File: src/hw/psa_pkg.sv
package psa_pkg;
  // What this block does
  // RULE1: Program addresses are 24 bits; fetch uses 23-bit PC with bit zero cleared.
  // RULE2: Program address steps by two per program word, matching byte data addresses.
  // RULE3: Non-table accesses stay in user space; table page bit 7 picks config space.
  // RULE4: Address bit 23 set only by table accesses with config select; else low.
  // RULE5: Table address is table page in upper byte over the 16-bit data address.
  // RULE6: Window address is zero, window page in bits 22:15, low 15 data bits.
  // RULE7: Low table read gives bits 15:0; byte read picks low or high byte by select.
  // RULE8: High table read gives bits 23:16 in low byte, zero above; byte read with select 1 gives zero.
  // RULE9: Upper program byte is reachable only by high table ops, never by the window.
  // RULE10: Data goes to program memory only when address MSB and window enable set.
  // RULE11: Upper 32 Kbytes of data space map onto the selected 16K-word program page.
  // RULE12: Window read returns only the low 16 bits of the program word.
  // RULE13: Window mapping is suspended during table reads and writes.
  // RULE14: Outside repeat, window read adds one cycle for moves and prefetches, else two.
  // RULE15: Inside repeat, two extra cycles at first, last, interrupt exit and re-entry; else none.
  // RULE16: Upper half of data space belongs to X space only, never to Y space.
  // RULE17: Two independent address units with own data paths serve data accesses.
  // RULE18: Table writes present program word half and write data to flash logic.
  // RULE19: Core stalls for added cycles; returned data stays valid until stall ends.
  localparam int PA_W      = 24;
  localparam int PC_W      = 23;
  localparam int EA_W      = 16;
  localparam int DW        = 16;
  localparam int BYTE_W    = 8;
  localparam int PG_W      = 8;
  localparam int WIN_LO_W  = 15;
  localparam int EA_MSB    = 15;
  localparam int CFG_SEL_BIT = 7;
  localparam int RA_W      = 4;
  localparam logic [RA_W-1:0] REG_TBL_PAGE  = 4'h0;
  localparam logic [RA_W-1:0] REG_CW_PAGE   = 4'h4;
  localparam logic [RA_W-1:0] REG_CORE_CTRL = 4'h8;
  localparam logic [RA_W-1:0] REG_STATUS    = 4'hC;
  localparam int CW_EN_BIT   = 0;
  localparam int ST_BUSY_BIT = 0;
  localparam int ST_WIN_BIT  = 1;
  localparam int ST_CFG_BIT  = 2;
  localparam logic [PG_W-1:0] PAGE_RST  = 8'h00;
  localparam logic            CW_EN_RST = 1'b0;
  localparam logic [PC_W-1:0] PC_STEP   = 23'h000002;
  localparam logic [1:0] EXTRA_NONE  = 2'h0;
  localparam logic [1:0] EXTRA_SHORT = 2'h1;
  localparam logic [1:0] EXTRA_LONG  = 2'h2;
  typedef enum logic [2:0] {
    OP_DATA_RD, OP_DATA_WR, OP_TBL_RDL, OP_TBL_RDH, OP_TBL_WTL, OP_TBL_WTH
  } psa_op_e;
  typedef enum logic [1:0] {
    CLS_MULT_ACC_PREFETCH, CLS_WORD_MOVE, CLS_DOUBLE_MOVE, CLS_OTHER
  } psa_cls_e;
endpackage

File: src/hw/psa_agu_if.sv
interface psa_agu_if;
  import psa_pkg::*;
  logic [EA_W-1:0] eff_addr;
  logic            req;
  logic            table_op;
  logic            win_en;
  logic [PG_W-1:0] win_page;
  logic            win_hit;
  logic            ram_hit;
  logic [PA_W-1:0] win_addr;
  modport unit (input eff_addr, req, table_op, win_en, win_page,
                output win_hit, ram_hit, win_addr);
  modport core (output eff_addr, req, table_op, win_en, win_page,
                input win_hit, ram_hit, win_addr);
endinterface

File: src/hw/psa_prog_addr_gen.sv
module psa_prog_addr_gen
  import psa_pkg::*;
(
  input  wire logic            i_sys_clk,
  input  wire logic            i_rst_n,
  input  wire logic [RA_W-1:0] i_reg_addr,
  input  wire logic [DW-1:0]   i_reg_wdata,
  input  wire logic            i_reg_wr,
  input  wire logic            i_reg_rd,
  output logic      [DW-1:0]   o_reg_rdata,
  input  wire logic            i_fetch_req,
  input  wire logic [PC_W-1:0] i_pc,
  output logic                 o_fetch_ack,
  output logic                 o_fetch_valid,
  output logic      [PA_W-1:0] o_fetch_word,
  output logic      [PC_W-1:0] o_fetch_next_pc,
  input  wire logic            i_x_req,
  input  wire psa_op_e         i_x_op,
  input  wire psa_cls_e        i_x_cls,
  input  wire logic [EA_W-1:0] i_x_eff_addr,
  input  wire logic            i_x_byte,
  input  wire logic [DW-1:0]   i_x_wdata,
  input  wire logic            i_rpt_active,
  input  wire logic            i_rpt_first,
  input  wire logic            i_rpt_last,
  input  wire logic            i_rpt_irq_exit,
  input  wire logic            i_rpt_irq_reentry,
  output logic                 o_x_taken,
  output logic                 o_stall,
  output logic                 o_x_rvalid,
  output logic      [DW-1:0]   o_x_rdata,
  output logic                 o_x_ram_req,
  output logic                 o_x_ram_wr,
  output logic      [EA_W-1:0] o_x_ram_addr,
  input  wire logic            i_y_req,
  input  wire logic [EA_W-1:0] i_y_eff_addr,
  output logic                 o_y_ram_req,
  output logic      [EA_W-1:0] o_y_ram_addr,
  output logic                 o_y_zero,
  output logic      [PA_W-1:0] o_pm_addr,
  output logic                 o_pm_rd,
  output logic                 o_pm_wr_low,
  output logic                 o_pm_wr_high,
  output logic      [DW-1:0]   o_pm_wdata,
  input  wire logic [PA_W-1:0] i_pm_rdata
);
  typedef enum logic [1:0] {ST_IDLE, ST_PROG, ST_HOLD} psa_state_e;

  psa_state_e      state_r;
  logic [PG_W-1:0] tbl_page_r;
  logic [PG_W-1:0] cw_page_r;
  logic            cw_en_r;
  logic [1:0]      stall_cnt_r;
  logic            is_fetch_r;
  logic            rd_high_r;
  logic            rd_byte_r;
  logic            rd_sel_r;
  logic            last_win_r;
  logic            last_cfg_r;
  logic [DW-1:0]   fmt_data;
  logic [PA_W-1:0] tbl_addr;
  logic [PA_W-1:0] fetch_addr;
  logic [PC_W-1:0] pc_even;
  logic [1:0]      extra_nxt;
  logic            idle;
  logic            x_go;
  logic            x_is_tbl;
  logic            x_is_data;
  logic            x_tbl_rd;
  logic            x_tbl_wr;
  logic            x_win_rd;
  logic            x_ram;
  logic            pm_claim;
  logic            fetch_go;
  logic            rpt_edge;

  psa_agu_if xb ();
  psa_agu_if yb ();

  // Two independent address units, one for each data path
  psa_addr_gen_unit #(.IS_Y_SPACE(1'b0)) u_x_unit (.bus(xb)); // RULE17
  psa_addr_gen_unit #(.IS_Y_SPACE(1'b1)) u_y_unit (.bus(yb)); // RULE17

  psa_rd_fmt u_fmt (
    .i_word      (i_pm_rdata),
    .i_high_half (rd_high_r),
    .i_byte      (rd_byte_r),
    .i_byte_sel  (rd_sel_r),
    .o_data      (fmt_data)
  );

  assign x_is_tbl  = (i_x_op == OP_TBL_RDL) || (i_x_op == OP_TBL_RDH) ||
                     (i_x_op == OP_TBL_WTL) || (i_x_op == OP_TBL_WTH);
  assign x_is_data = (i_x_op == OP_DATA_RD) || (i_x_op == OP_DATA_WR);

  assign xb.eff_addr = i_x_eff_addr;
  assign xb.req      = i_x_req && x_is_data;
  assign xb.table_op = i_x_req && x_is_tbl; // RULE13
  assign xb.win_en   = cw_en_r;
  assign xb.win_page = cw_page_r;
  assign yb.eff_addr = i_y_eff_addr;
  assign yb.req      = i_y_req;
  assign yb.table_op = 1'b0;
  assign yb.win_en   = cw_en_r;
  assign yb.win_page = cw_page_r;

  assign idle     = (state_r == ST_IDLE);
  assign x_go     = idle && i_x_req;
  assign x_tbl_rd = x_go && ((i_x_op == OP_TBL_RDL) || (i_x_op == OP_TBL_RDH));
  assign x_tbl_wr = x_go && ((i_x_op == OP_TBL_WTL) || (i_x_op == OP_TBL_WTH));
  assign x_win_rd = x_go && (i_x_op == OP_DATA_RD) && xb.win_hit; // RULE10
  assign x_ram    = x_go && xb.ram_hit;
  assign pm_claim = x_tbl_rd || x_tbl_wr || x_win_rd;
  assign fetch_go = idle && i_fetch_req && !pm_claim;

  assign tbl_addr   = {tbl_page_r, i_x_eff_addr}; // RULE3 RULE4 RULE5
  assign pc_even    = {i_pc[PC_W-1:1], 1'b0};
  assign fetch_addr = {1'b0, pc_even}; // RULE1 RULE3

  assign rpt_edge = i_rpt_first || i_rpt_last || i_rpt_irq_exit || i_rpt_irq_reentry;

  always_comb begin
    extra_nxt = EXTRA_NONE;
    if (x_win_rd) begin
      if (i_rpt_active) begin
        extra_nxt = rpt_edge ? EXTRA_LONG : EXTRA_NONE; // RULE15
      end else if (i_x_cls == CLS_OTHER) begin
        extra_nxt = EXTRA_LONG; // RULE14
      end else begin
        extra_nxt = EXTRA_SHORT; // RULE14
      end
    end
  end

  // Software-visible registers
  always_ff @(posedge i_sys_clk or negedge i_rst_n) begin
    if (!i_rst_n) begin
      tbl_page_r <= PAGE_RST;
      cw_page_r  <= PAGE_RST;
      cw_en_r    <= CW_EN_RST;
    end else if (i_reg_wr) begin
      case (i_reg_addr)
        REG_TBL_PAGE:  tbl_page_r <= i_reg_wdata[PG_W-1:0];
        REG_CW_PAGE:   cw_page_r  <= i_reg_wdata[PG_W-1:0];
        REG_CORE_CTRL: cw_en_r    <= i_reg_wdata[CW_EN_BIT];
        default: ;
      endcase
    end
  end

  always_ff @(posedge i_sys_clk or negedge i_rst_n) begin
    if (!i_rst_n) begin
      o_reg_rdata <= '0;
    end else if (i_reg_rd) begin
      o_reg_rdata <= '0;
      case (i_reg_addr)
        REG_TBL_PAGE:  o_reg_rdata[PG_W-1:0]  <= tbl_page_r;
        REG_CW_PAGE:   o_reg_rdata[PG_W-1:0]  <= cw_page_r;
        REG_CORE_CTRL: o_reg_rdata[CW_EN_BIT] <= cw_en_r;
        REG_STATUS: begin
          o_reg_rdata[ST_BUSY_BIT] <= !idle;
          o_reg_rdata[ST_WIN_BIT]  <= last_win_r;
          o_reg_rdata[ST_CFG_BIT]  <= last_cfg_r;
        end
        default: ;
      endcase
    end else begin
      o_reg_rdata <= '0;
    end
  end

  // Sequencer and stall count
  always_ff @(posedge i_sys_clk or negedge i_rst_n) begin
    if (!i_rst_n) begin
      state_r     <= ST_IDLE;
      stall_cnt_r <= EXTRA_NONE;
      o_stall     <= 1'b0;
    end else begin
      case (state_r)
        ST_IDLE: begin
          if (x_tbl_rd || x_win_rd || fetch_go) begin
            state_r <= ST_PROG;
          end
          stall_cnt_r <= extra_nxt;
          o_stall     <= (extra_nxt != EXTRA_NONE); // RULE19
        end
        ST_PROG: begin
          state_r <= (stall_cnt_r > EXTRA_SHORT) ? ST_HOLD : ST_IDLE;
        end
        ST_HOLD: begin
          if (stall_cnt_r <= EXTRA_SHORT) begin
            state_r <= ST_IDLE;
          end
        end
        default: state_r <= ST_IDLE;
      endcase
      if (state_r != ST_IDLE) begin
        if (stall_cnt_r != EXTRA_NONE) begin
          stall_cnt_r <= stall_cnt_r - EXTRA_SHORT;
        end
        o_stall <= (stall_cnt_r > EXTRA_SHORT); // RULE14 RULE15 RULE19
      end
    end
  end

  // Program memory port
  always_ff @(posedge i_sys_clk or negedge i_rst_n) begin
    if (!i_rst_n) begin
      o_pm_addr    <= '0;
      o_pm_rd      <= 1'b0;
      o_pm_wr_low  <= 1'b0;
      o_pm_wr_high <= 1'b0;
      o_pm_wdata   <= '0;
      is_fetch_r   <= 1'b0;
      rd_high_r    <= 1'b0;
      rd_byte_r    <= 1'b0;
      rd_sel_r     <= 1'b0;
      last_win_r   <= 1'b0;
      last_cfg_r   <= 1'b0;
    end else begin
      o_pm_rd      <= x_tbl_rd || x_win_rd || fetch_go;
      o_pm_wr_low  <= x_tbl_wr && (i_x_op == OP_TBL_WTL); // RULE18
      o_pm_wr_high <= x_tbl_wr && (i_x_op == OP_TBL_WTH); // RULE18
      if (x_tbl_rd || x_tbl_wr) begin
        o_pm_addr  <= tbl_addr; // RULE5
        o_pm_wdata <= i_x_wdata; // RULE18
        is_fetch_r <= 1'b0;
        rd_high_r  <= (i_x_op == OP_TBL_RDH); // RULE9
        rd_byte_r  <= i_x_byte;
        rd_sel_r   <= i_x_eff_addr[0];
        last_win_r <= 1'b0;
        last_cfg_r <= tbl_page_r[CFG_SEL_BIT]; // RULE3
      end else if (x_win_rd) begin
        o_pm_addr  <= xb.win_addr; // RULE6 RULE11
        is_fetch_r <= 1'b0;
        rd_high_r  <= 1'b0; // RULE9 RULE12
        rd_byte_r  <= i_x_byte;
        rd_sel_r   <= i_x_eff_addr[0];
        last_win_r <= 1'b1;
        last_cfg_r <= 1'b0;
      end else if (fetch_go) begin
        o_pm_addr  <= fetch_addr; // RULE1
        is_fetch_r <= 1'b1;
      end
    end
  end

  // Returned table and window data, held until the next read is taken
  always_ff @(posedge i_sys_clk or negedge i_rst_n) begin
    if (!i_rst_n) begin
      o_x_rvalid <= 1'b0;
      o_x_rdata  <= '0;
      o_x_taken  <= 1'b0;
    end else begin
      o_x_taken <= x_go;
      if (x_tbl_rd || x_win_rd) begin
        o_x_rvalid <= 1'b0;
      end else if (state_r == ST_PROG && !is_fetch_r) begin
        o_x_rvalid <= 1'b1;
        o_x_rdata  <= fmt_data; // RULE7 RULE8 RULE12 RULE19
      end
    end
  end

  // Instruction fetch return
  always_ff @(posedge i_sys_clk or negedge i_rst_n) begin
    if (!i_rst_n) begin
      o_fetch_ack     <= 1'b0;
      o_fetch_valid   <= 1'b0;
      o_fetch_word    <= '0;
      o_fetch_next_pc <= '0;
    end else begin
      o_fetch_ack   <= fetch_go;
      o_fetch_valid <= (state_r == ST_PROG) && is_fetch_r;
      if ((state_r == ST_PROG) && is_fetch_r) begin
        o_fetch_word <= i_pm_rdata;
      end
      if (fetch_go) begin
        o_fetch_next_pc <= pc_even + PC_STEP; // RULE2
      end
    end
  end

  // Data RAM ports of both paths
  always_ff @(posedge i_sys_clk or negedge i_rst_n) begin
    if (!i_rst_n) begin
      o_x_ram_req  <= 1'b0;
      o_x_ram_wr   <= 1'b0;
      o_x_ram_addr <= '0;
      o_y_ram_req  <= 1'b0;
      o_y_ram_addr <= '0;
      o_y_zero     <= 1'b0;
    end else begin
      o_x_ram_req  <= x_ram; // RULE10
      o_x_ram_wr   <= x_ram && (i_x_op == OP_DATA_WR);
      o_x_ram_addr <= i_x_eff_addr;
      o_y_ram_req  <= yb.ram_hit; // RULE16 RULE17
      o_y_ram_addr <= i_y_eff_addr;
      o_y_zero     <= i_y_req && !yb.ram_hit; // RULE16
    end
  end
endmodule

File: src/hw/psa_addr_gen_unit.sv
module psa_addr_gen_unit
  import psa_pkg::*;
#(
  parameter bit IS_Y_SPACE = 1'b0
) (
  psa_agu_if.unit bus
);
  logic upper;
  assign upper = bus.eff_addr[EA_MSB];
  // Window only from X space and never during table ops
  assign bus.win_hit  = !IS_Y_SPACE && bus.req && upper && bus.win_en && !bus.table_op; // RULE10 RULE13 RULE16
  // Upper half seen from Y space is outside its space and reads zero
  assign bus.ram_hit  = bus.req && !bus.win_hit && !(IS_Y_SPACE && upper); // RULE16
  assign bus.win_addr = {1'b0, bus.win_page, bus.eff_addr[WIN_LO_W-1:0]}; // RULE6 RULE11
endmodule

File: src/hw/psa_rd_fmt.sv
module psa_rd_fmt
  import psa_pkg::*;
(
  input  wire logic [PA_W-1:0] i_word,
  input  wire logic            i_high_half,
  input  wire logic            i_byte,
  input  wire logic            i_byte_sel,
  output logic      [DW-1:0]   o_data
);
  always_comb begin
    o_data = '0;
    if (i_high_half) begin
      if (!(i_byte && i_byte_sel)) begin
        o_data[BYTE_W-1:0] = i_word[PA_W-1:DW]; // RULE8 RULE9
      end
    end else if (i_byte) begin
      o_data[BYTE_W-1:0] = i_byte_sel ? i_word[DW-1:BYTE_W] : i_word[BYTE_W-1:0]; // RULE7
    end else begin
      o_data = i_word[DW-1:0]; // RULE7 RULE12
    end
  end
endmodule

File: config.mk
export PLATFORM = sky130hd
export DESIGN_NAME = psa_prog_addr_gen
export DESIGN_NICKNAME = d
export VERILOG_FILES = /design/src/hw/psa_pkg.sv /design/src/hw/psa_agu_if.sv /design/src/hw/psa_prog_addr_gen.sv /design/src/hw/psa_addr_gen_unit.sv /design/src/hw/psa_rd_fmt.sv
export SDC_FILE = /design/constraint.sdc
export NUM_CORES = 1
export LEC_CHECK = 0
export BUFFER_PORTS_ARGS = -buffer_cell sky130_fd_sc_hd__buf_2
export CORE_ASPECT_RATIO = 1.2
export CORE_MARGIN = 8
export CORE_UTILIZATION = 35
export DETAILED_ROUTE_END_ITERATION = 7
export GPL_TIMING_DRIVEN = 1
export PLACE_DENSITY = 0.61
export SETUP_SLACK_MARGIN = 0.3
export SLEW_MARGIN = 30
export SYNTH_ARGS = -nofsm -noshare
export SYNTH_HDL_FRONTEND = slang
export SYNTH_SLANG_ARGS = --single-unit
File: constraint.sdc
create_clock -name i_sys_clk -period 1.75 [get_ports i_sys_clk]
set_input_delay 0.175 -clock i_sys_clk [delete_from_list [all_inputs] [get_ports i_sys_clk]]
set_output_delay 0.175 -clock i_sys_clk [all_outputs]
set_load 0.005 [all_outputs]
==> results of run 1 <==
-- routing by layer --
layer  wire length, um  vias to the layer above  global-route usage  share of wire
met1             10400                     3281               0.224           0.39
met4               825                        2              0.0780          0.031
met2             13900                      206               0.340           0.53
li1                  -                     3043                   -              -
met5                 8                        -                   0        0.00030
met3              1290                       49              0.0412          0.049
-- registers in the layout, summed over array words and instances, names as in the netlist, 2 cells and up --
name and cells:
cw_page_r 8, o_fetch_next_pc 22, o_pm_addr 24, o_y_ram_addr 16, state_r 2, stall_cnt_r 2, tbl_page_r 8, o_fetch_word 24
o_reg_rdata 8, o_x_rdata 16, o_pm_wdata 16, o_x_ram_addr 16
-- report_power, final --
part	internal [mW]	switching, mW
combinational	2.15	1.62
clock	2.17	1.80
sequential	5.09	0.564
-- area by class of cell --
type,count,area share
Multi-Input combinational cell,387,0.270
Clock inverter,15,0.0147
Inverter,9,0.00313
Sequential cell,181,0.365
Clock buffer,17,0.0343
Timing Repair Buffer,455,0.284
Tap cell,274,0.0277
-- layout by cell type (no fill, tap or decap), types with 6 or more instances in the layout --
master | synthesis | routed
sky130_fd_sc_hd__o211ai_1 | 8 | 8
sky130_fd_sc_hd__o21ai_1 | 0 | 17
sky130_fd_sc_hd__xnor2_1 | 7 | 7
sky130_fd_sc_hd__a211oi_1 | 8 | 6
sky130_fd_sc_hd__nor2b_1 | 11 | 9
sky130_fd_sc_hd__buf_4 | 9 | 43
sky130_fd_sc_hd__mux2_4 | 13 | 34
sky130_fd_sc_hd__dlygate4sd3_1 | 0 | 79
sky130_fd_sc_hd__dfrtp_1 | 181 | 181
sky130_fd_sc_hd__xor2_1 | 8 | 8
sky130_fd_sc_hd__conb_1 | 1 | 9
sky130_fd_sc_hd__nor4_1 | 11 | 9
sky130_fd_sc_hd__nand3_2 | 0 | 8
sky130_fd_sc_hd__mux2_2 | 55 | 38
sky130_fd_sc_hd__nand4_1 | 6 | 6
sky130_fd_sc_hd__and3_4 | 0 | 7
sky130_fd_sc_hd__clkbuf_16 | 0 | 21
sky130_fd_sc_hd__mux2i_1 | 25 | 22
sky130_fd_sc_hd__buf_2 | 8 | 276
sky130_fd_sc_hd__inv_1 | 8 | 8
sky130_fd_sc_hd__buf_16 | 0 | 11
sky130_fd_sc_hd__nor2_1 | 26 | 14
sky130_fd_sc_hd__nand3_1 | 26 | 18
sky130_fd_sc_hd__nand2_1 | 58 | 45
sky130_fd_sc_hd__nand2_4 | 0 | 9
sky130_fd_sc_hd__o21a_1 | 9 | 9
sky130_fd_sc_hd__buf_12 | 0 | 16
sky130_fd_sc_hd__o21ai_0 | 34 | 12
sky130_fd_sc_hd__buf_6 | 4 | 22
sky130_fd_sc_hd__nor2_4 | 1 | 8
sky130_fd_sc_hd__o31ai_4 | 0 | 6
-- kinds of logic (layout without fill, tap and decap cells) --
logic type | Yosys count | count (layout) | synth area share
XOR/XNOR | 15 | 15 | 0.0173
other | 1 | 9 | 0.000495
AND/OR/NAND/NOR | 169 | 169 | 0.113
AO/OA/AOI/OAI | 91 | 91 | 0.0813
adder cells (fa/ha/maj) | 4 | 4 | 0.00661
buffers and inverters | 48 | 496 | 0.0342
flip-flops | 181 | 181 | 0.598
multiplexers | 99 | 99 | 0.149
-- path summary, 6_finish.rpt --
kind                                 from             endpoint  slack (ps)  depth (start not counted)
min in group asynchronous         i_rst_n      o_fetch_word[9]         260                          2
max in group asynchronous         i_rst_n     o_y_ram_addr[14]         860                          3
hold / removal                   i_pc[22]  o_fetch_next_pc[22]          20                          3
hold reg to reg            stall_cnt_r[0]       stall_cnt_r[0]         470                          1
setup / recovery               state_r[0]   o_fetch_next_pc[3]         -30                          6
setup reg to reg               state_r[0]   o_fetch_next_pc[3]         -30                          6
-- per-stage QoR --
step                cells   util  worst slack, ps  instance area (sq um)  TNS (ps)
floorplan             616      -             -166                   7660     -3170
global placement     1185  0.451             -326                   9680     -8970
detailed placement   1185  0.451             -365                   9680    -10730
CTS                  1327  0.554            -29.7                  11900      -481
global route         1338  0.577            -85.5                  12400     -3130
finish               1338  0.577            -27.2                  12400      -413
-- tightest hold or removal path, cell delays in order --
cell and delay [ps]:
sky130_fd_sc_hd__buf_2 120, sky130_fd_sc_hd__o41ai_1 60, sky130_fd_sc_hd__a2bb2oi_1 50
-- repair_timing --
action | 4_1_cts | 5_1_grt
buffers inserted | 19 | 5
setup endpoints to repair | 116 | 117
resized for setup | 110 | 80
pin swaps | 22 | 24
hold buffers | 78 | 1
hold endpoints to repair | 136 | 1
gates cloned | 13 | 5
==> run metrics, run 1 <==
final hold violations 0; count of flip-flops with a built-in enable after synthesis 0; initial detailed-routing violation count 266; fraction of layout instances using a drive strength above 1 0.522; Syn Std Cell Area 7570 sq um; final-layout worst hold slack 19.7 ps; required time reported for the critical path endpoint 2050 ps; Worst path slowest cell sky130_fd_sc_hd__or3b_4; flops & latches, synth 181; FF+latch area 4530 sq um; kind of cell adding the most delay to the critical path simple AND/OR/NAND/NOR gates; Critical Path End Type flip-flop; transition time of the tightest slew-check pin 763 ps; worst-case setup margin in the final layout -27.2 ps; total clock buffers created by CTS 17; Worst Clk Skew 13.8 ps; Max Buffers Root-to-Sink 2; critical path peak fanout 17; share of synthesized registers carrying an async set or reset 1.00; result of the run finished with violations; leakage power 6.02 nW; area leader, netlist sky130_fd_sc_hd__dfrtp_1; Synth top area share 0.598; fraction of the yosys area taken by sequential cells 0.598; total area of multi-input combinational cells 3350 sq um; first-pass iteration count of the detailed router 4; synthesized instance count 608; top cells by instance count after synthesis sky130_fd_sc_hd__dfrtp_1 (181), sky130_fd_sc_hd__nand2_1 (58), sky130_fd_sc_hd__mux2_2 (55), sky130_fd_sc_hd__o21ai_0 (34); number of pins exceeding their max-slew limit in the final report 0; post-route minimum period 1780 ps; gp weighted congestion 0.809; Vias/cell 4.92; TritonCTS clock tree done; count of cell types in the netlist 52; maximum number of pins on one net before global-route repair 49; number of setup violations in the final report 33; area of the core 21,500 sq um; class of the tightest hold or removal check in2reg; arrival time reported for the critical path endpoint 2080 ps; post-DP HPWL 17,800 um; total DRC errors in the routed layout 0; x dimension of the die 150 um; number of global-route vias before repair 7,080; maximum ir drop on the vdd rail 0.712 mV; ordered cell list for the critical path or3b_4 -> clkinv_4 -> and4_4 -> nor2_4 -> buf_12 -> mux2_4; clock insertion delay at the later pin of the skew report 430 ps; number of antenna violations at the first check in global routing 1; Avg WL per Cell 19.7 um; relative slew slack 0.486; total wirelength of the detailed-routed design 26,400 um; final net count 1,188; delay of the slowest cell on the worst path 420 ps; top flip-flop cell by instance count after synthesis sky130_fd_sc_hd__dfrtp_1; P per Cell Area 1080 nW/um^2; buffer and inverter count on the worst path 2; clock-pin slew reported for the worst setup and hold paths after clock tree synthesis 70 ps; failing checks negative setup slack; n_diodes 0; average cell area after synthesis 12.5 sq um; y dimension of the die 177 um; Max Freq 0.563 GHz; Max-Cap Viols 0; crit start category flip-flop; total power of the final layout 13.4 mW; PortBufs 277; main area contributors after synthesis sky130_fd_sc_hd__dfrtp_1 (60%), sky130_fd_sc_hd__mux2_2 (8.2%), sky130_fd_sc_hd__mux2i_1 (3.3%), sky130_fd_sc_hd__nand2_1 (2.9%), sky130_fd_sc_hd__mux2_4 (2.6%); most frequent cell after synthesis sky130_fd_sc_hd__dfrtp_1; unrepaired setup endpoints after global routing true; layout overhead on the synthesized area 63.6%; total global-route track usage 0.193; via count 6,581; layout filler cell count 1,789; maximum level of the CTS H-tree 4; Placement Rows 59; Initial Util 0.353; Die Footprint 26,600 sq um; antenna violation net count after detailed routing 0; number of ports placed on the die boundary 296; global-route wire length before repair 39,600 um; clock root buffer master sky130_fd_sc_hd__clkbuf_16; total global routing overflow 0; Synth warnings 0; Clock Sinks 181; crit share post-route 1.02; classification of the worst setup path reg2reg
Note: power is estimated with default switching activity, not from simulation.
==> run 2: changes to the inputs <==
Settings changed: CORE_MARGIN 8 to unset, GPL_ROUTABILITY_DRIVEN set to 0, TNS_END_PERCENT set to 5.
==> run 2 against run 1 <==
The flow still finishes with violations (negative setup slack). Cell count is 2.6% lower. Sequential cell count stayed put. Count of clock-buffer cells in the layout is 2 higher.
==> run metrics, run 2 (synthesized netlist as in run 1, its figures left out) <==
worst slack after detailed placement -142 ps (+223 ps); Internal Pwr Total 9.14 mW (-2.9%); part of the total power dissipated in sequential elements 0.438 (+0.016); launch point of the critical path state_r[0]; layout overhead on the synthesized area 51.3%; clock insertion delay at the later pin of the skew report 430 ps (about the same); startpoint of the tightest hold check path i_pm_rdata[9]; failing checks negative setup slack; Avg WL per Cell 17.1 um (-13%); critical path peak fanout 9 (-8); classification of the worst setup path reg2reg; clock-pin slew reported for the worst setup and hold paths after clock tree synthesis 70 ps (about the same); PortBufs 277 (unchanged); via count 6,337 (-3.7%); Max Freq 0.571 GHz (+1.5%); number of pins exceeding their max-slew limit in the final report 0 (unchanged); net switching power 3.67 mW (-7.8%); Max Buffers Root-to-Sink 2 (unchanged); y dimension of the die 163 um (-7.9%); Vias/cell 4.86 (-1.1%); arrival time reported for the critical path endpoint 2060 ps (-20 ps); initial detailed-routing violation count 191 (-28%); most frequent cells in the layout sky130_fd_sc_hd__buf_2 (276), sky130_fd_sc_hd__dfrtp_1 (181), sky130_fd_sc_hd__dlygate4sd3_1 (76); leakage power 5.60 nW (-7.1%); total clock buffers created by CTS 17 (unchanged); Worst Clk Skew 10.8 ps (-3.05 ps); unrepaired setup endpoints after global routing true; most common cell after layout, fill and taps aside sky130_fd_sc_hd__buf_2; TritonCTS clock tree done; final hold violations 0 (unchanged); cell area after placement 9720 sq um (+0.44%); first-pass iteration count of the detailed router 4 (unchanged); Die Footprint 22,200 sq um (-16%); crit start category flip-flop; launch point of the worst reg-to-reg path state_r[0]; x dimension of the die 136 um (-9.3%); number of setup violations in the final report 1 (-97%); P per Cell Area 1120 nW/um^2 (+3.5%); maximum level of the CTS H-tree 4 (unchanged); class of the tightest hold or removal check in2reg; area of the core 21,100 sq um (-1.7%); result of the run finished with violations; worst-case setup margin in the final layout -0.982 ps (+26.3 ps); maximum ir drop on the vdd rail 0.693 mV (-2.8%); Critical Path End Type flip-flop; number of ports placed on the die boundary 296 (unchanged); total global routing overflow 0 (unchanged); final cell area excluding filler cells 11,500 sq um (-7.5%); number of global-route vias before repair 6,405 (-9.5%); Sw Share 0.286 (-0.0107); post-route minimum period 1750 ps (-26.3 ps); total wirelength of the detailed-routed design 22,300 um (-16%); Max-Cap Viols 0 (unchanged); post-DP HPWL 15,900 um (-11%); total global-route track usage 0.200 (+0.00705); required time reported for the critical path endpoint 2060 ps (about the same); final design utilization 0.543 (-0.0343); number of antenna violations at the first check in global routing 2 (+1); maximum number of pins on one net before global-route repair 43 (-12%); antenna violation net count after detailed routing 0 (unchanged); Clock Sinks 181 (unchanged); crit share post-route 1.00 (-0.0150); clock root buffer master sky130_fd_sc_hd__clkbuf_16; Placement Rows 58 (-1.7%); Gate power share 0.249 (-0.032); Initial Util 0.359 (+0.00608); total DRC errors in the routed layout 0 (unchanged); fraction of layout instances using a drive strength above 1 0.480 (-0.0415); global-route wire length before repair 33,700 um (-15%); registers with the most flip-flops o_fetch_word: 24 flops, o_pm_addr: 24 flops, o_fetch_next_pc: 22 flops; clock power share 0.313 (+0.016); final net count 1,155 (-2.8%)
[run 2: cell types whose count changed in the layout (fill, tap and decap cells not counted), sizes merged]
cell | previous run | this run
buf | 371 | 345
dlygate4sd3 | 79 | 76
clkbuf | 22 | 20
diode | 0 | 2
inv | 16 | 14
[run 2: area by class of cell]
cell class                      count  area, sq um
Fill cell                        1825         9660
Sequential cell                   181         4530
Multi-Input combinational cell    387         3070
Timing Repair Buffer              422         2870
Clock buffer                       19          453
Tap cell                          270          338
Clock inverter                     13          161
Inverter                            9         38.8
Antenna cell                        2         5.00
[run 2: final timing paths]
kind | slack, ps | cells after the start | endpoint
min in group asynchronous | 260 | 2 | o_x_ram_addr[9]
hold reg to reg | 460 | 1 | stall_cnt_r[0]
setup / recovery | -1 | 6 | o_fetch_next_pc[10]
setup reg to reg | -1 | 6 | o_fetch_next_pc[10]
hold / removal | 10 | 3 | o_x_rdata[9]
max in group asynchronous | 920 | 3 | o_fetch_next_pc[5]
[run 2: critical path, stage by stage (launching register included)]
cell and delay (ps):
sky130_fd_sc_hd__dfrtp_1 380, sky130_fd_sc_hd__or3b_4 420, sky130_fd_sc_hd__clkinv_4 60, sky130_fd_sc_hd__and4_4 250, sky130_fd_sc_hd__nor2_4 70, sky130_fd_sc_hd__buf_12 150, sky130_fd_sc_hd__mux2_4 290
[run 2: power groups by stage]
stage / registers (mW) / logic [mW] / clock network [mW]
floorplan: 5.68 / 1.26 / 0
global placement: 5.65 / 2.82 / 0
detailed placement: 5.66 / 2.87 / 0
CTS: 5.60 / 3.06 / 4.13
global route: 5.72 / 3.50 / 4.30
finish: 5.61 / 3.19 / 4.01
[run 2: through the flow]
stage               setup TNS [ps]  instances  hold slack [ps]  power [mW]
CTS                           -107       1296            0.259        12.8
detailed placement           -4840       1185              149        8.53
floorplan                    -3130        616             -121        6.94
global route                  -947       1303             3.97        13.5
finish                      -0.982       1303             12.1        12.8
global placement             -3870       1185              147        8.47
[run 2: layer usage]
layer / global-route usage / part of all wire
met5: 0 / 0
met4: 0.0722 / 0.020
met3: 0.0407 / 0.053
met2: 0.352 / 0.51
met1: 0.241 / 0.42
[run 2: repair_timing]
item / in CTS / in global routing
cloned: 0 / 1
hold buffers: 76 / 0
pin swaps: 9 / 21
setup buffers: 3 / 4
endpoints found under the setup margin: 111 / 119
gates resized for setup: 23 / 78
endpoints found under the hold margin: 136 / 0
==> run 3: changes to the inputs <==
Settings changed: PLACE_DENSITY 0.61 to 0.74.
==> run 3 against run 2 <==
The run still ends with negative setup slack left. Count of clock-buffer cells in the layout unchanged. Register-to-register slack lost 50 ps. Utilization down 0.49 points. Sequential power is essentially flat. Final area shrank 0.91%. Sequential cell count unchanged. Critical endpoint is now o_pm_wdata[0].
==> run metrics, run 3 (synthesized netlist as in run 1, its figures left out) <==
required time reported for the critical path endpoint 2060 ps (about the same); critical path peak fanout 14 (+5); antenna violation net count after detailed routing 0 (unchanged); TritonCTS clock tree done; initial detailed-routing violation count 297 (+55%); P per Cell Area 1110 nW/um^2 (-0.35%); final hold violations 0 (unchanged); total global-route track usage 0.203 (+0.00266); post-route minimum period 1800 ps (+49.2 ps); failing checks negative setup slack; worst slack after detailed placement -426 ps (-284 ps); x dimension of the die 136 um (unchanged); number of antenna violations at the first check in global routing 0 (-2); fraction of layout instances using a drive strength above 1 0.475 (-0.00541); final net count 1,152 (-0.26%); Die Footprint 22,200 sq um (unchanged); clock root buffer master sky130_fd_sc_hd__clkbuf_16; launch point of the worst reg-to-reg path state_r[1]; maximum level of the CTS H-tree 4 (unchanged); unrepaired setup endpoints after global routing true; leakage power 5.61 nW (+0.12%); Critical Path End Type flip-flop; worst-case setup margin in the final layout -50.2 ps (-49.2 ps); most common cell after layout, fill and taps aside sky130_fd_sc_hd__buf_2; y dimension of the die 163 um (unchanged); startpoint of the tightest hold check path i_reg_wdata[3]; area of the core 21,100 sq um (unchanged); Vias/cell 4.95 (+1.7%); maximum number of pins on one net before global-route repair 53 (+23%); Max-Cap Viols 0 (unchanged); first-pass iteration count of the detailed router 4 (unchanged); Placement Rows 58 (unchanged); crit share post-route 1.03 (+0.0281); post-DP HPWL 15,800 um (about the same); cell area after placement 9720 sq um (about the same); PortBufs 277 (unchanged); most frequent cells in the layout sky130_fd_sc_hd__buf_2 (276), sky130_fd_sc_hd__dfrtp_1 (181), sky130_fd_sc_hd__dlygate4sd3_1 (65); total global routing overflow 0 (unchanged); layout filler cell count 1,780 (-2.5%); result of the run finished with violations; total wirelength of the detailed-routed design 22,700 um (+2.0%); Clock Sinks 181 (unchanged); Max Freq 0.556 GHz (-2.7%); crit start category flip-flop; number of ports placed on the die boundary 296 (unchanged); clock insertion delay at the later pin of the skew report 430 ps (about the same); arrival time reported for the critical path endpoint 2110 ps (+50 ps); n_diodes 0 (-2); Max Buffers Root-to-Sink 2 (unchanged); Initial Util 0.359 (unchanged); global-route wire length before repair 34,500 um (+2.3%); Avg WL per Cell 17.5 um (+2.4%); classification of the worst setup path reg2reg; class of the tightest hold or removal check in2reg; clock-pin slew reported for the worst setup and hold paths after clock tree synthesis 70 ps (about the same); final cell area excluding filler cells 11,400 sq um (-0.91%); maximum ir drop on the vdd rail 0.631 mV (-8.9%); number of global-route vias before repair 6,610 (+3.2%); number of setup violations in the final report 43 (+42); layout overhead on the synthesized area 49.9%; total DRC errors in the routed layout 0 (unchanged); Worst Clk Skew 15.5 ps (+4.77 ps); launch point of the critical path state_r[1]; total clock buffers created by CTS 17 (unchanged); number of pins exceeding their max-slew limit in the final report 0 (unchanged); via count 6,422 (+1.3%); registers with the most flip-flops o_fetch_word: 24 flops, o_pm_addr: 24 flops, o_fetch_next_pc: 22 flops
## run 3: changes by cell type in the layout (fill, tap and decap cells not counted), sizes merged
| cell | before | now |
|---|---|---|
| buf | 345 | 352 |
| bufinv | 2 | 1 |
| clkbuf | 20 | 21 |
| clkinv | 5 | 4 |
| clkinvlp | 1 | 2 |
| diode | 2 | 0 |
| dlygate4sd3 | 76 | 65 |
| inv | 14 | 15 |
## run 3: report_power, final
part / switching (mW) / internal [mW] / total [mW]
clock: 1.75 / 2.05 / 3.80
sequential: 0.530 / 5.09 / 5.62
combinational: 1.39 / 1.84 / 3.23
total: 3.67 / 8.98 / 12.6
## run 3: path summary, 6_finish.rpt
| path | to | slack [ps] | cells past startpoint |
|---|---|---|---|
| min reg2reg | o_x_rdata[9] | 470 | 2 |
| max in group asynchronous | cw_page_r[5] | 910 | 3 |
| max | o_pm_wdata[0] | -50 | 5 |
| max reg2reg | o_pm_wdata[0] | -50 | 5 |
| min | cw_page_r[3] | 20 | 2 |
| min in group asynchronous | o_fetch_word[9] | 240 | 2 |
## run 3: area by class of cell
class / count / area [sq um] / share of cell area
repair buffers: 419 / 2850 / 0.251
inverters: 9 / 38.8 / 0.00342
clock inverters: 13 / 136 / 0.0120
clock buffers: 19 / 443 / 0.0390
multi-input cells: 387 / 3020 / 0.266
flip-flops and latches: 181 / 4530 / 0.399
well taps: 270 / 338 / 0.0298
## run 3: through the flow
step                      TNS, ps  power (mW)  hold WS (ps)  std cells  utilization
after CTS                    -641        12.6         0.199       1292        0.528
after floorplan             -3130        6.94          -121        616            -
after global routing        -3470        13.3          1.43       1298        0.538
after detailed placement   -15250        8.53           122       1187        0.460
after global placement     -13050        8.44           116       1187        0.460
final                       -1150        12.6          21.1       1298        0.538
## run 3: routing by layer
metal,share of wire,global-route usage,vias up
li1,-,-,2961
met1,0.41,0.240,3172
met2,0.51,0.361,253
met3,0.056,0.0447,36
met4,0.020,0.0657,0
met5,0,0,-
## run 3: what timing repair did
action | 4_1_cts | 5_1_grt
resized for setup | 26 | 43
endpoints found under the hold margin | 107 | 1
cloned | 1 | 1
pin swaps | 6 | 0
hold buffers | 64 | 1
setup endpoints to repair | 116 | 117
setup buffers | 8 | 4
## run 3: critical path: stages, from the launching register on
cell and delay, ps:
sky130_fd_sc_hd__dfrtp_1 390, sky130_fd_sc_hd__or3b_4 440, sky130_fd_sc_hd__buf_6 150, sky130_fd_sc_hd__nor2_4 180
sky130_fd_sc_hd__buf_12 190, sky130_fd_sc_hd__mux2_2 340
